--- src/rtl/gpc_map.svh ---
// register offsets, field positions, codes and reset values of the management block
`ifndef GPC_MAP_SVH
`define GPC_MAP_SVH

// ----------------------------------------------------------------
// register offsets
// ----------------------------------------------------------------
`define GPC_REG_CFG 5'h09
`define GPC_REG_STS 5'h0a
`define GPC_REG_IDX_CTRL 5'h0d
`define GPC_REG_IDX_DATA 5'h0e

// ----------------------------------------------------------------
// configuration field positions and reset values
// ----------------------------------------------------------------
`define GPC_CFG_TEST_HI 15
`define GPC_CFG_TEST_LO 13
`define GPC_CFG_MAN_EN 12
`define GPC_CFG_MAN_MASTER 11
`define GPC_CFG_PORT_MULTI 10
`define GPC_CFG_ADV_FULL 9
`define GPC_CFG_ADV_HALF 8
`define GPC_CFG_AUTO_TEST 7
`define GPC_CFG_RSVD_ZERO 7'h00
`define GPC_TEST_NORMAL 3'h0
`define GPC_ADV_FULL_RST 1'b1
`define GPC_ADV_HALF_RST 1'b1

// ----------------------------------------------------------------
// status and indirect control fields
// ----------------------------------------------------------------
`define GPC_STS_RSVD_ZERO 2'h0
`define GPC_IDLE_MAX 8'hff
`define GPC_IDLE_ONE 8'h01
`define GPC_IDX_FUNC_HI 15
`define GPC_IDX_FUNC_LO 14
`define GPC_IDX_SEL_HI 4
`define GPC_IDX_SEL_LO 0
`define GPC_IDX_RSVD_ZERO 9'h000
`define GPC_FUNC_ADDR 2'h0
`define GPC_FUNC_DATA 2'h1
`define GPC_FUNC_INC_RW 2'h2
`define GPC_FUNC_INC_WR 2'h3
`define GPC_TARGET_VENDOR 5'h1f
`define GPC_PTR_STEP 16'h0001

// ----------------------------------------------------------------
// management frame layout
// ----------------------------------------------------------------
`define GPC_PREAMBLE_LEN 6'h20
`define GPC_HDR_LAST 6'h0c
`define GPC_TA_LEN 6'h02
`define GPC_TA_DRIVE 6'h01
`define GPC_DATA_LEN 6'h10
`define GPC_DATA_LAST 6'h0f
`define GPC_OP_READ 2'h2
`define GPC_OP_WRITE 2'h1
`define GPC_HDR_ST 12
`define GPC_HDR_OP_HI 11
`define GPC_HDR_OP_LO 10
`define GPC_HDR_PHY_HI 9
`define GPC_HDR_PHY_LO 5
`define GPC_HDR_REG_HI 4
`define GPC_HDR_REG_LO 0

`endif

--- src/rtl/gpc_pkg.sv ---
// types of the gigabit management register block
package gpc_pkg;

    // ----------------------------------------------------------------
    // frame states
    // ----------------------------------------------------------------
    typedef enum logic [4:0] {
        GPC_PRE = 5'b00001,
        GPC_HDR = 5'b00010,
        GPC_TA = 5'b00100,
        GPC_WR = 5'b01000,
        GPC_RD = 5'b10000
    } gpc_state_e;

    // ----------------------------------------------------------------
    // whole state of the block
    // ----------------------------------------------------------------
    typedef struct packed {
        logic [2:0] mdcSync;
        logic [2:0] mdioSync;
        logic mdcLvl;
        gpc_state_e state;
        logic [5:0] bitCnt;
        logic [15:0] shift;
        logic isRead;
        logic [4:0] regAddr;
        logic [15:0] rdShift;
        logic extRdPend;
        logic mdioOut;
        logic mdioOe;
        logic [2:0] testMode;
        logic manualRoleEn;
        logic manualRoleMaster;
        logic portMulti;
        logic advFull;
        logic advHalf;
        logic autoCableTest;
        logic cableTestStart;
        logic faultLatch;
        logic [7:0] idleCnt;
        logic [1:0] idxFunc;
        logic [4:0] idxTarget;
        logic [15:0] extPtr;
        logic [15:0] extAddr;
        logic [15:0] extWrData;
        logic extWr;
        logic extRd;
    } gpc_regs_s;

endpackage : gpc_pkg

--- src/rtl/gpc_mgmt_regs.sv ---
// gigabit configuration, gigabit status and indirect access over the management pins
`include "gpc_map.svh"
`timescale 1ns/1ps
`default_nettype none

module gpc_mgmt_regs (
    // clock and reset
    input wire logic ref_clk,
    input wire logic rst,
    // management pins
    input wire logic mdc,
    input wire logic mdioIn,
    output logic mdioOut,
    output logic mdioOe,
    input wire logic [4:0] phyAddr,
    // line side status
    input wire logic msFaultDetect,
    input wire logic msResolvedMaster,
    input wire logic localRxOk,
    input wire logic remoteRxOk,
    input wire logic partnerFullDuplex,
    input wire logic partnerHalfDuplex,
    input wire logic idleErrorPulse,
    input wire logic linkDown,
    // line side control
    output logic [2:0] testMode,
    output logic manualRoleEn,
    output logic manualRoleMaster,
    output logic portMulti,
    output logic advFull,
    output logic advHalf,
    output logic cableTestStart,
    // extended register space
    output logic [15:0] extAddr,
    output logic [15:0] extWrData,
    output logic extWr,
    output logic extRd,
    input wire logic [15:0] extRdData
);

    gpc_pkg::gpc_regs_s state_q;
    gpc_pkg::gpc_regs_s state_d;
    logic rise;
    logic fall;
    logic bitIn;
    logic [15:0] rdVal;
    logic cfgRdEv;
    logic stsRdEv;
    logic idxWrEv;
    logic idxRdEv;
    logic [15:0] wrWord;
    logic [12:0] hdr;

    function automatic logic [15:0] ptrNext(input logic [15:0] ptr, input logic step);
        ptrNext = step ? ptr + `GPC_PTR_STEP : ptr;
    endfunction : ptrNext

    // ----------------------------------------------------------------
    // next state
    // ----------------------------------------------------------------
    always_comb begin
        state_d = state_q;
        state_d.extWr = 1'b0;
        state_d.extRd = 1'b0;
        state_d.extRdPend = 1'b0;
        cfgRdEv = 1'b0;
        stsRdEv = 1'b0;
        idxWrEv = 1'b0;
        idxRdEv = 1'b0;
        // three-stage sampling; a level counts once the last two agree
        state_d.mdcSync = {state_q.mdcSync[1:0], mdc};
        state_d.mdioSync = {state_q.mdioSync[1:0], mdioIn};
        if (state_q.mdcSync[1] == state_q.mdcSync[2]) begin
            state_d.mdcLvl = state_q.mdcSync[2];
        end
        rise = state_d.mdcLvl & ~state_q.mdcLvl;
        fall = ~state_d.mdcLvl & state_q.mdcLvl;
        bitIn = state_q.mdioSync[2];
        hdr = {state_q.shift[11:0], bitIn};
        wrWord = {state_q.shift[14:0], bitIn};

        // readback mux, reserved bits forced low
        case (hdr[`GPC_HDR_REG_HI:`GPC_HDR_REG_LO])
            `GPC_REG_CFG: rdVal = {state_q.testMode, state_q.manualRoleEn,
                state_q.manualRoleMaster, state_q.portMulti, state_q.advFull,
                state_q.advHalf, state_q.autoCableTest, `GPC_CFG_RSVD_ZERO};
            `GPC_REG_STS: rdVal = {state_q.faultLatch, msResolvedMaster,
                localRxOk, remoteRxOk, partnerFullDuplex, partnerHalfDuplex,
                `GPC_STS_RSVD_ZERO, state_q.idleCnt};
            `GPC_REG_IDX_CTRL: rdVal = {state_q.idxFunc, `GPC_IDX_RSVD_ZERO,
                state_q.idxTarget};
            `GPC_REG_IDX_DATA: rdVal = (state_q.idxFunc == `GPC_FUNC_ADDR
                && state_q.idxTarget == `GPC_TARGET_VENDOR) ? state_q.extPtr : '0;
            default: rdVal = '0;
        endcase

        // a new detection beats the clearing read
        state_d.faultLatch = state_q.faultLatch | msFaultDetect;
        if (idleErrorPulse && state_q.idleCnt != `GPC_IDLE_MAX) begin
            state_d.idleCnt = state_q.idleCnt + `GPC_IDLE_ONE;
        end
        state_d.cableTestStart = linkDown & state_q.autoCableTest;
        if (state_q.extRdPend) begin
            state_d.rdShift = extRdData;
        end

        case (state_q.state)
            gpc_pkg::GPC_PRE: begin
                if (rise) begin
                    if (bitIn) begin
                        if (state_q.bitCnt != `GPC_PREAMBLE_LEN) begin
                            state_d.bitCnt = state_q.bitCnt + 6'h01;
                        end
                    end else begin
                        if (state_q.bitCnt == `GPC_PREAMBLE_LEN) begin
                            state_d.state = gpc_pkg::GPC_HDR;
                        end
                        state_d.bitCnt = '0;
                    end
                end
            end
            gpc_pkg::GPC_HDR: begin
                if (rise) begin
                    state_d.shift = wrWord;
                    state_d.bitCnt = state_q.bitCnt + 6'h01;
                    if (state_q.bitCnt == `GPC_HDR_LAST) begin
                        state_d.bitCnt = '0;
                        state_d.regAddr = hdr[`GPC_HDR_REG_HI:`GPC_HDR_REG_LO];
                        state_d.state = gpc_pkg::GPC_PRE;
                        if (hdr[`GPC_HDR_ST] && hdr[`GPC_HDR_PHY_HI:`GPC_HDR_PHY_LO] == phyAddr)
                        begin
                            if (hdr[`GPC_HDR_OP_HI:`GPC_HDR_OP_LO] == `GPC_OP_WRITE) begin
                                state_d.isRead = 1'b0;
                                state_d.state = gpc_pkg::GPC_TA;
                            end else if (hdr[`GPC_HDR_OP_HI:`GPC_HDR_OP_LO] == `GPC_OP_READ)
                            begin
                                state_d.isRead = 1'b1;
                                state_d.state = gpc_pkg::GPC_TA;
                                state_d.rdShift = rdVal;
                                cfgRdEv = (state_d.regAddr == `GPC_REG_CFG);
                                stsRdEv = (state_d.regAddr == `GPC_REG_STS);
                                idxRdEv = (state_d.regAddr == `GPC_REG_IDX_DATA)
                                    && state_q.idxTarget == `GPC_TARGET_VENDOR;
                            end
                        end
                    end
                end
            end
            gpc_pkg::GPC_TA: begin
                if (fall && state_q.isRead && state_q.bitCnt == `GPC_TA_DRIVE) begin
                    state_d.mdioOe = 1'b1;
                    state_d.mdioOut = 1'b0;
                end
                if (rise) begin
                    state_d.bitCnt = state_q.bitCnt + 6'h01;
                    if (state_d.bitCnt == `GPC_TA_LEN) begin
                        state_d.bitCnt = '0;
                        state_d.state = state_q.isRead ? gpc_pkg::GPC_RD : gpc_pkg::GPC_WR;
                    end
                end
            end
            gpc_pkg::GPC_WR: begin
                if (rise) begin
                    state_d.shift = wrWord;
                    state_d.bitCnt = state_q.bitCnt + 6'h01;
                    if (state_q.bitCnt == `GPC_DATA_LAST) begin
                        state_d.bitCnt = '0;
                        state_d.state = gpc_pkg::GPC_PRE;
                        case (state_q.regAddr)
                            `GPC_REG_CFG: begin
                                state_d.testMode = wrWord[`GPC_CFG_TEST_HI:`GPC_CFG_TEST_LO];
                                state_d.manualRoleEn = wrWord[`GPC_CFG_MAN_EN];
                                state_d.manualRoleMaster = wrWord[`GPC_CFG_MAN_MASTER];
                                state_d.portMulti = wrWord[`GPC_CFG_PORT_MULTI];
                                state_d.advFull = wrWord[`GPC_CFG_ADV_FULL];
                                state_d.advHalf = wrWord[`GPC_CFG_ADV_HALF];
                                state_d.autoCableTest = wrWord[`GPC_CFG_AUTO_TEST];
                            end
                            `GPC_REG_IDX_CTRL: begin
                                state_d.idxFunc = wrWord[`GPC_IDX_FUNC_HI:`GPC_IDX_FUNC_LO];
                                state_d.idxTarget = wrWord[`GPC_IDX_SEL_HI:`GPC_IDX_SEL_LO];
                            end
                            `GPC_REG_IDX_DATA: begin
                                idxWrEv = (state_q.idxTarget == `GPC_TARGET_VENDOR);
                            end
                            default: begin
                            end
                        endcase
                    end
                end
            end
            gpc_pkg::GPC_RD: begin
                if (fall) begin
                    if (state_q.bitCnt != `GPC_DATA_LEN) begin
                        state_d.mdioOut = state_q.rdShift[15];
                        state_d.rdShift = {state_q.rdShift[14:0], 1'b0};
                        state_d.bitCnt = state_q.bitCnt + 6'h01;
                    end else begin
                        state_d.mdioOe = 1'b0;
                        state_d.mdioOut = 1'b0;
                        state_d.bitCnt = '0;
                        state_d.state = gpc_pkg::GPC_PRE;
                    end
                end
            end
            default: begin
                state_d.state = gpc_pkg::GPC_PRE;
                state_d.bitCnt = '0;
                state_d.mdioOe = 1'b0;
            end
        endcase

        // read side effects; an event in the same cycle survives the clear
        if (stsRdEv) begin
            state_d.faultLatch = msFaultDetect;
            state_d.idleCnt = idleErrorPulse ? `GPC_IDLE_ONE : '0;
        end

        // extended space is reached only through the indirect pair
        if (idxWrEv) begin
            if (state_q.idxFunc == `GPC_FUNC_ADDR) begin
                state_d.extPtr = wrWord;
            end else begin
                state_d.extWr = 1'b1;
                state_d.extAddr = state_q.extPtr;
                state_d.extWrData = wrWord;
                state_d.extPtr = ptrNext(state_q.extPtr,
                    state_q.idxFunc != `GPC_FUNC_DATA);
            end
        end
        if (idxRdEv && state_q.idxFunc != `GPC_FUNC_ADDR) begin
            // far side answers while the strobe stands, long before the first data bit leaves
            state_d.extRd = 1'b1;
            state_d.extRdPend = 1'b1;
            state_d.extAddr = state_q.extPtr;
            state_d.extPtr = ptrNext(state_q.extPtr,
                state_q.idxFunc == `GPC_FUNC_INC_RW);
        end
    end

    // ----------------------------------------------------------------
    // state register
    // ----------------------------------------------------------------
    always_ff @(posedge ref_clk) begin
        if (rst) begin
            state_q <= '0;
            state_q.state <= gpc_pkg::GPC_PRE;
            state_q.testMode <= `GPC_TEST_NORMAL;
            state_q.advFull <= `GPC_ADV_FULL_RST;
            state_q.advHalf <= `GPC_ADV_HALF_RST;
        end else begin
            state_q <= state_d;
        end
    end

    assign mdioOut = state_q.mdioOut;
    assign mdioOe = state_q.mdioOe;
    assign testMode = state_q.testMode;
    assign manualRoleEn = state_q.manualRoleEn;
    assign manualRoleMaster = state_q.manualRoleMaster;
    assign portMulti = state_q.portMulti;
    assign advFull = state_q.advFull;
    assign advHalf = state_q.advHalf;
    assign cableTestStart = state_q.cableTestStart;
    assign extAddr = state_q.extAddr;
    assign extWrData = state_q.extWrData;
    assign extWr = state_q.extWr;
    assign extRd = state_q.extRd;
endmodule : gpc_mgmt_regs

`default_nettype wire

--- config.mk ---
export PLATFORM = sky130hd
export DESIGN_NAME = gpc_mgmt_regs
export DESIGN_NICKNAME = d
export VERILOG_FILES = /design/src/rtl/gpc_pkg.sv /design/src/rtl/gpc_mgmt_regs.sv
export VERILOG_INCLUDE_DIRS = /design/src /design/src/rtl
export SDC_FILE = /design/constraint.sdc
export NUM_CORES = 1
export LEC_CHECK = 0
export ABC_CLOCK_PERIOD_IN_PS = 6100
export BUFFER_PORTS_ARGS = -buffer_cell sky130_fd_sc_hd__buf_4
export CORE_MARGIN = 5
export CORE_UTILIZATION = 64
export CTS_CLUSTER_SIZE = 12
export DETAILED_ROUTE_END_ITERATION = 10
export PLACE_DENSITY = 0.86
export SYNTH_ARGS = -nofsm -noshare
export SYNTH_HDL_FRONTEND = slang
export SYNTH_SLANG_ARGS = --single-unit
--- constraint.sdc ---
create_clock -name ref_clk -period 6.1 [get_ports ref_clk]
set_input_delay 0 -clock ref_clk [delete_from_list [all_inputs] [get_ports ref_clk]]
set_output_delay 0 -clock ref_clk [all_outputs]
set_load 0.005 [all_outputs]
==> results of run 1 <==
per-layer routing:
metal / wire length (um) / vias to the layer above / share of wire, % / GRT usage (%)
li1: - / 3258 / - / -
met1: 8980 / 3305 / 42 / 44.1
met2: 9480 / 420 / 44 / 48.0
met3: 2340 / 78 / 11 / 7.35
met4: 692 / 0 / 3.2 / 13.2
met5: 0 / - / 0 / 0
synthesized netlist by cell type (13+ instances only):
cell type and count:
a211oi_1 13, a21oi_1 82, o21ai_0 42, nand3_1 28, nor2_1 82, inv_1 14
nor2b_1 15, clkbuf_1 36, nand2_1 124, buf_2 15, dfxtp_1 133, buf_4 39
mux2i_1 42, nor3_1 16
critical path, stage by stage, from the launching register on:
cell	delay, ns
dfxtp_1	0.37
inv_1	0.08
ha_1	0.22
nor3b_1	0.30
a211oi_1	0.19
a311o_1	0.35
a21oi_1	0.19
nor4bb_1	0.80
mux2_2	0.41
metrics by stage:
step | instance area, um2 | power [mW]
floorplan | 7310 | 0.917
global placement | 7620 | 0.942
detailed placement | 7620 | 0.943
CTS | 8320 | 1.94
global route | 8320 | 1.99
finish | 8320 | 1.94
state kept, by name, summed over array words and instances, names as in the netlist:
name,flops
extWrData,16
manualRoleEn,1
portMulti,1
testMode,3
cableTestStart,1
state_d,4
mdioOut,1
extRd,1
manualRoleMaster,1
extAddr,16
bitIn,1
extWr,1
state_q,71
mdioOe,1
advFull,1
hdr,12
advHalf,1
area by class of cell:
class | instances | area (um2) | area share (%)
Clock inverter | 9 | 101 | 1.22
Inverter | 14 | 52.6 | 0.631
Tap cell | 143 | 179 | 2.15
Sequential cell | 133 | 2660 | 32.0
Clock buffer | 23 | 478 | 5.74
Timing Repair Buffer | 97 | 758 | 9.11
Multi-Input combinational cell | 657 | 4090 | 49.2
power by group:
part	internal, mW	total [mW]	switching, mW	leakage, nW
Combinational	0.0256	0.0549	0.0293	1.62
Sequential	0.872	0.876	0.00373	1.07
Clock	0.630	1.01	0.375	0.287
Total	1.53	1.94	0.408	2.98
logic make-up after synthesis:
logic type               count (synthesis)  synth area share (%)
adder cells (fa/ha/maj)                  8                  1.37
AND/OR/NAND/NOR                        355                  25.1
flip-flops                             133                  36.4
XOR/XNOR                                13                  1.56
multiplexers                            53                  7.45
buffers and inverters                  106                  7.72
AO/OA/AOI/OAI                          228                  20.3
path summary, 6_finish.rpt:
| path | startpoint | cells after the start | slack (ns) | end |
|---|---|---|---|---|
| worst max-delay path | state_q[117] | 8 | 3.07 | state_q[127] |
| worst min-delay path | extRdData[15] | 4 | 0.02 | state_q[94] |
| worst max register to register | state_q[117] | 8 | 3.07 | state_q[127] |
| worst min register to register | state_d[130] | 1 | 0.43 | state_d[131] |
placed cells by master, fill, tap and decap left out, types with 6 or more instances in the layout:
| cell type | synthesis | layout |
|---|---|---|
| nor4_1 | 12 | 11 |
| nor2_1 | 82 | 81 |
| a21oi_1 | 82 | 82 |
| mux2_2 | 11 | 11 |
| dlygate4sd3_1 | 0 | 12 |
| nand2_1 | 124 | 124 |
| o21ai_0 | 42 | 42 |
| a32oi_1 | 6 | 6 |
| a22o_1 | 10 | 10 |
| mux2i_1 | 42 | 42 |
| o31ai_1 | 7 | 7 |
| inv_1 | 14 | 14 |
| nand3_1 | 28 | 28 |
| a22oi_1 | 11 | 11 |
| a211oi_1 | 13 | 13 |
| dfxtp_1 | 133 | 133 |
| nor2b_1 | 15 | 15 |
| xnor2_1 | 9 | 9 |
| nand4_1 | 10 | 10 |
| ha_1 | 8 | 8 |
| buf_4 | 39 | 85 |
| clkbuf_16 | 0 | 17 |
| nand2b_1 | 7 | 7 |
| nor3_1 | 16 | 16 |
| a311o_1 | 7 | 7 |
| and3_1 | 8 | 8 |
| or3_1 | 6 | 6 |
==> impl_metrics.yaml, run 1 <==
status:
  status: "completed"
floorplanning:
  ios: 78
  die_w_um: 117
  start_util_pct: 64.6
  fp.coreArea_um2: 11300
  row_count: 39
  die_area_um2: 13700
  die_y_um: 117
yosys:
  syn_inst: 896
  yosysSeqAreaShare_pct: 36.4
  synth_area_um2: 7310
  ys_warn_count: 0
  ys_seq_elements: 133
  yosysTopAreaCell: "dfxtp_1"
  async_flop_share_pct: 0
  syn_nets: 937
  syn_avg_cell_area_um2: 8.16
  synthTopCellsByArea: "dfxtp_1, nand2_1, mux2i_1"
  ys.flop_type: "dfxtp_1"
  synth_top_area_share_pct: 36.4
  yosysUniqueCellTypes: 72
  synth_edf_count: 0
route:
  vias: 7061
  dr.pass1.iters: 5
  via_per_inst: 6.56
  wl_per_cell_um: 20.0
  detail-route-antenna-nets: 0
  drt_wl_total_um: 21500
  drc_errors: 0
  drt_first_iter_violations: 1052
placed_design:
  place_congestion: 1.02
  place_hpwl_um: 14800
  port_buffers: 77
  place_inst: 1032
  pre_cts_ws_ns: 3.10
clock_tree:
  insertion_delay_ns: 0.43
  ctsHoldBuffers: 12
  numCtsBuffers: 17
  post-cts-setup-buffers: 0
  clock_path_buffers: 2
  clkSinkCount: 133
  cts_root_buf: "clkbuf_16"
  postCtsResizedCells: 0
  clkSlewWorstSetupHoldPaths_ns: 0.05
  cts_tree: "done"
  cts_max_level: 4
global_route:
  grt_antenna_before_repair: 0
  grt_start_max_net_pins: 100
  overflow: 0
  first_global_vias: 6573
  track_usage_pct: 31.9
  grt_pass1_wl_um: 34100
power:
  power.density_nw_per_um2: 233
  irDropWorstVdd_uv: 257
  leakagePower_nw: 2.98
timing:
  min_period_ns: 3.03
  setup_ws_ns: 3.07
  setup_tns_ns: 0
  hold_ws_ns: 0.0153
  tightest_slew_ns: 1.21
  fin_skew_ns: 0.0104
  rsz0062_at_grt: "false"
  hold_violations: 0
  relSlewSlack_pct: 19.2
  setup_violations: 0
  slew_viol_final: 0
  period_share_pct: 49.7
  fmax_ghz: 0.330
setup_path:
  start_kind: "register"
  crit_required_ns: 6.41
  end_kind: "register"
  critical_path_class: "register to register"
  cp_max_fo: 8
  crit_arrival_ns: 3.34
hold_path:
  holdCritPathClass: "input port to register"
run:
  cap_violations: 0
layout:
  antenna_cells: 0
  stdcell_count: 1076
  nFillCells: 881
  drive_gt1_share_pct: 16.3
  syn2layout_area_growth_pct: 13.9
  post-route-util_pct: 73.5
  finalNetCount: 961
No activity file was read; power rests on OpenSTA's default activity.
==> inputs of run 2 (changes only) <==
- ABC_CLOCK_PERIOD_IN_PS: 6100 -> 3000
- CORE_UTILIZATION: 64 -> 59
- PLACE_DENSITY: 0.86 -> 0.8
- clock period: 6.1 -> 3 ns (I/O delays scaled with it)
==> run 2 against run 1 <==
Net effect:
- total power is 110% higher
- via count hardly changed
- critical path type unchanged
- sequential power is 100% higher
- clock-buffer cell count is 4 lower
- first-iteration DRC count is 8.8% lower
- largest power group unchanged
- die area is 7.7% higher
- sequential share of layout area is 0.92 points lower
- worst hold slack worse by 0.0045 ns
==> impl_metrics.yaml, run 2 (synthesis results as in run 1) <==
layout:
  final_cell_mix: "dfxtp_1, nand2_1, buf_4, a21oi_1, nor2_1"
  stdcell_count: 1122
  antenna_cells: 0
  finalNetCount: 983
  regMostFlops: "state_q"
  fin_area_um2: 8570
  drive_gt1_share_pct: 18.6
  final_common_cell: "dfxtp_1"
  largest_reg_flops: 71
  syn2layout_area_growth_pct: 17.2
floorplanning:
  die_y_um: 121
  die_area_um2: 14700
  start_util_pct: 60.6
  fp.coreArea_um2: 12100
  ios: 78
  die_w_um: 121
  row_count: 40
setup_path:
  crit_arrival_ns: 3.05
  cp_max_fo: 8
  start_kind: "register"
  end_kind: "register"
  crit_required_ns: 3.31
  critical_path_class: "register to register"
route:
  detail-route-antenna-nets: 0
  drt_wl_total_um: 21500
  vias: 7064
  dr.pass1.iters: 6
  drc_errors: 0
  drt_first_iter_violations: 959
  wl_per_cell_um: 19.2
  via_per_inst: 6.30
clock_tree:
  numCtsBuffers: 17
  cts_root_buf: "clkbuf_16"
  post-cts-setup-buffers: 0
  insertion_delay_ns: 0.43
  ctsHoldBuffers: 11
  cts_max_level: 4
  clkSinkCount: 133
  cts_tree: "done"
  clkSlewWorstSetupHoldPaths_ns: 0.06
  postCtsResizedCells: 0
  clock_path_buffers: 2
power:
  irDropWorstVdd_uv: 479
  power.density_nw_per_um2: 481
  leakagePower_nw: 3.11
placed_design:
  place_congestion: 0.967
  place_area_um2: 7830
  port_buffers: 77
  place_inst: 1080
  place_hpwl_um: 15000
timing:
  setup_violations: 0
  slew_viol_final: 0
  period_share_pct: 91.2
  min_period_ns: 2.74
  hold_violations: 0
  fin_skew_ns: 0.00910
  rsz0062_at_grt: "false"
  tightest_slew_ns: 0.871
  relSlewSlack_pct: 41.9
  fmax_ghz: 0.365
  setup_tns_ns: 0
run:
  cap_violations: 0
global_route:
  overflow: 0
  grt_pass1_wl_um: 34300
  first_global_vias: 6461
  grt_start_max_net_pins: 47
  track_usage_pct: 29.6
  grt_antenna_before_repair: 0
hold_path:
  holdCritPathClass: "input port to register"
status:
  status: "completed"
-- run 2: worst max-delay path, stage by stage (launching register included) --
cell,delay (ns)
dfxtp_1,0.38
inv_1,0.09
ha_1,0.20
nor3b_1,0.41
a211oi_1,0.23
a311o_1,0.37
a21oi_1,0.18
nor4bb_1,0.24
buf_4,0.20
mux2_2,0.33
-- run 2: cell type report --
class | count | area [um2]
clock buffer | 19 | 453
clock inverter | 12 | 178
fill | 968 | 3490
inverter | 14 | 52.6
multi-input combinational | 657 | 4090
sequential | 133 | 2660
tap | 168 | 210
timing repair buffer | 119 | 921
-- run 2: final timing paths --
check / cells after the start / startpoint / end / slack (ns)
min reg2reg: 1 / state_d[130] / state_d[131] / 0.44
max: 9 / state_q[117] / state_q[124] / 0.26
max reg2reg: 9 / state_q[117] / state_q[124] / 0.26
min: 4 / extRdData[9] / state_q[88] / 0.01
-- run 2: metal layers --
metal / routed length, um / GRT usage (%) / part of all wire [%]
met1: 9120 / 40.5 / 42
met2: 9650 / 45.1 / 45
met3: 2190 / 7.27 / 10
met4: 532 / 10.9 / 2.5
met5: 0 / 0 / 0
-- run 2: through the flow --
| step | utilization (%) | hold slack, ns | total power [mW] | worst slack, ns |
|---|---|---|---|---|
| 2_1_floorplan | - | 0.117 | 1.87 | 0.707 |
| 3_3_place_gp | 64.9 | 0.207 | 1.92 | 0.527 |
| 3_5_place_dp | 64.9 | 0.213 | 1.92 | 0.472 |
| 4_1_cts | 71.0 | 0.000637 | 4.14 | 0.319 |
| 5_1_grt | 71.0 | 0.0255 | 4.22 | 0.0253 |
| 6_report | 71.0 | 0.0107 | 4.12 | 0.263 |
-- run 2: where the power goes --
part / total (mW) / switching [mW] / internal, mW
Combinational: 0.112 / 0.0598 / 0.0519
Clock: 2.23 / 0.798 / 1.43
Sequential: 1.78 / 0.00645 / 1.77
Total: 4.12 / 0.864 / 3.26
==> inputs of run 3 (changes only) <==
- BUFFER_PORTS_ARGS: -buffer_cell sky130_fd_sc_hd__buf_4 -> default
- CORE_UTILIZATION: 59 -> 64
- DONT_BUFFER_PORTS: default -> 1
==> run 3 against run 2 <==
Net effect:
- the run now ends with negative hold slack left
- first-iteration DRC count fell by 15%
- die area down 7.2%
- combinational power shrank 23%
- global-route usage increased by 1.2 points
- sequential cell count unchanged
- via count is 4.3% lower
- clock skew is 0.0021 ns lower
==> impl_metrics.yaml, run 3 (synthesis results as in run 1) <==
clock_tree:
  clkSlewWorstSetupHoldPaths_ns: 0.06
  cts_max_level: 4
  insertion_delay_ns: 0.43
  numCtsBuffers: 17
  ctsHoldBuffers: 21
  cts_root_buf: "clkbuf_16"
  post-cts-setup-buffers: 0
  clock_path_buffers: 2
  clkSinkCount: 133
  postCtsResizedCells: 0
  cts_tree: "done"
route:
  drc_errors: 0
  drt_wl_total_um: 20700
  dr.pass1.iters: 6
  drt_first_iter_violations: 816
  via_per_inst: 6.61
  vias: 6757
  wl_per_cell_um: 20.2
  detail-route-antenna-nets: 0
layout:
  finalNetCount: 907
  multi_input_area_um2: 4090
  regMostFlops: "state_q"
  antenna_cells: 0
  syn2layout_area_growth_pct: 9.48
  stdcell_count: 1022
  final_cell_mix: "dfxtp_1, nand2_1, a21oi_1, nor2_1"
  final_common_cell: "dfxtp_1"
  nFillCells: 902
  regArea_um2: 2660
  drive_gt1_share_pct: 10.5
  largest_reg_flops: 71
status:
  violations: "negative hold slack"
  status: "complete, but fails checks"
floorplanning:
  fp.coreArea_um2: 11300
  die_area_um2: 13700
  die_y_um: 117
  start_util_pct: 64.6
  die_w_um: 117
  row_count: 39
  ios: 78
global_route:
  grt_start_max_net_pins: 119
  overflow: 0
  first_global_vias: 6269
  grt_antenna_before_repair: 0
  track_usage_pct: 30.8
  grt_pass1_wl_um: 32900
setup_path:
  crit_arrival_ns: 2.98
  start_kind: "register"
  crit_required_ns: 3.33
  critical_path_class: "register to register"
  end_kind: "register"
  cp_max_fo: 13
timing:
  min_period_ns: 2.66
  fin_skew_ns: 0.00699
  hold_ws_ns: -0.00443
  relSlewSlack_pct: 38.3
  slew_viol_final: 0
  hold_violations: 1
  period_share_pct: 88.5
  tightest_slew_ns: 0.924
  fmax_ghz: 0.377
  rsz0062_at_grt: "false"
  setup_violations: 0
  setup_tns_ns: 0
power:
  leakagePower_nw: 2.71
  power_mw: 4.06
  irDropWorstVdd_uv: 405
  power.density_nw_per_um2: 507
placed_design:
  place_congestion: 0.943
  port_buffers: 0
  place_inst: 969
  place_hpwl_um: 14200
run:
  cap_violations: 0
hold_path:
  holdCritPathClass: "input port to register"
==> run 3: power by group <==
group | switching [mW] | total (mW) | internal [mW]
Sequential | 0.00741 | 1.78 | 1.77
Combinational | 0.0513 | 0.0865 | 0.0353
Clock | 0.784 | 2.19 | 1.41
==> run 3: final timing paths <==
kind,to,start,slack (ns),depth (start not counted)
setup / recovery,state_q[82],hdr[3],0.34,6
hold / removal,state_d[134],rst,-0.004,2
setup reg to reg,state_q[82],hdr[3],0.34,6
hold reg to reg,state_d[134],state_d[133],0.43,1
==> run 3: worst max-delay path: stages (launching register included) <==
cell	delay, ns
dfxtp_1	0.58
nand3b_4	0.15
or4_4	0.60
nor2_2	0.44
nand2_1	0.13
a311o_1	0.37
a221oi_1	0.28
==> run 3: final cells by class <==
class | instances | share of cell area (%)
repair buffers | 43 | 4.91
inverters | 14 | 0.657
clock buffers | 19 | 5.54
well taps | 143 | 2.24
multi-input cells | 657 | 51.1
clock inverters | 13 | 2.27
flip-flops and latches | 133 | 33.3
==> run 3: metal layers <==
layer / up-vias / part of all wire [%] / track usage [%] / wire length (um)
li1: 3151 / - / - / -
met1: 3181 / 41 / 40.4 / 8490
met2: 358 / 46 / 47.1 / 9450
met3: 67 / 9.3 / 8.17 / 1910
met4: 0 / 3.9 / 14.9 / 812
met5: - / 0 / 0 / 0
==> run 3: metrics by stage <==
| stage | setup WS, ns | utilization, % | cell area (um2) | hold slack, ns |
|---|---|---|---|---|
| 6_report | 0.345 | 70.7 | 8000 | -0.00443 |
| 5_1_grt | 0.141 | 70.7 | 8000 | 0.0124 |
| 4_1_cts | 0.349 | 70.7 | 8000 | 0.00369 |
| 3_5_place_dp | 0.393 | 63.2 | 7150 | 0.0835 |
| 3_3_place_gp | 0.511 | 63.2 | 7150 | 0.0793 |
| 2_1_floorplan | 0.707 | - | 7310 | 0.117 |
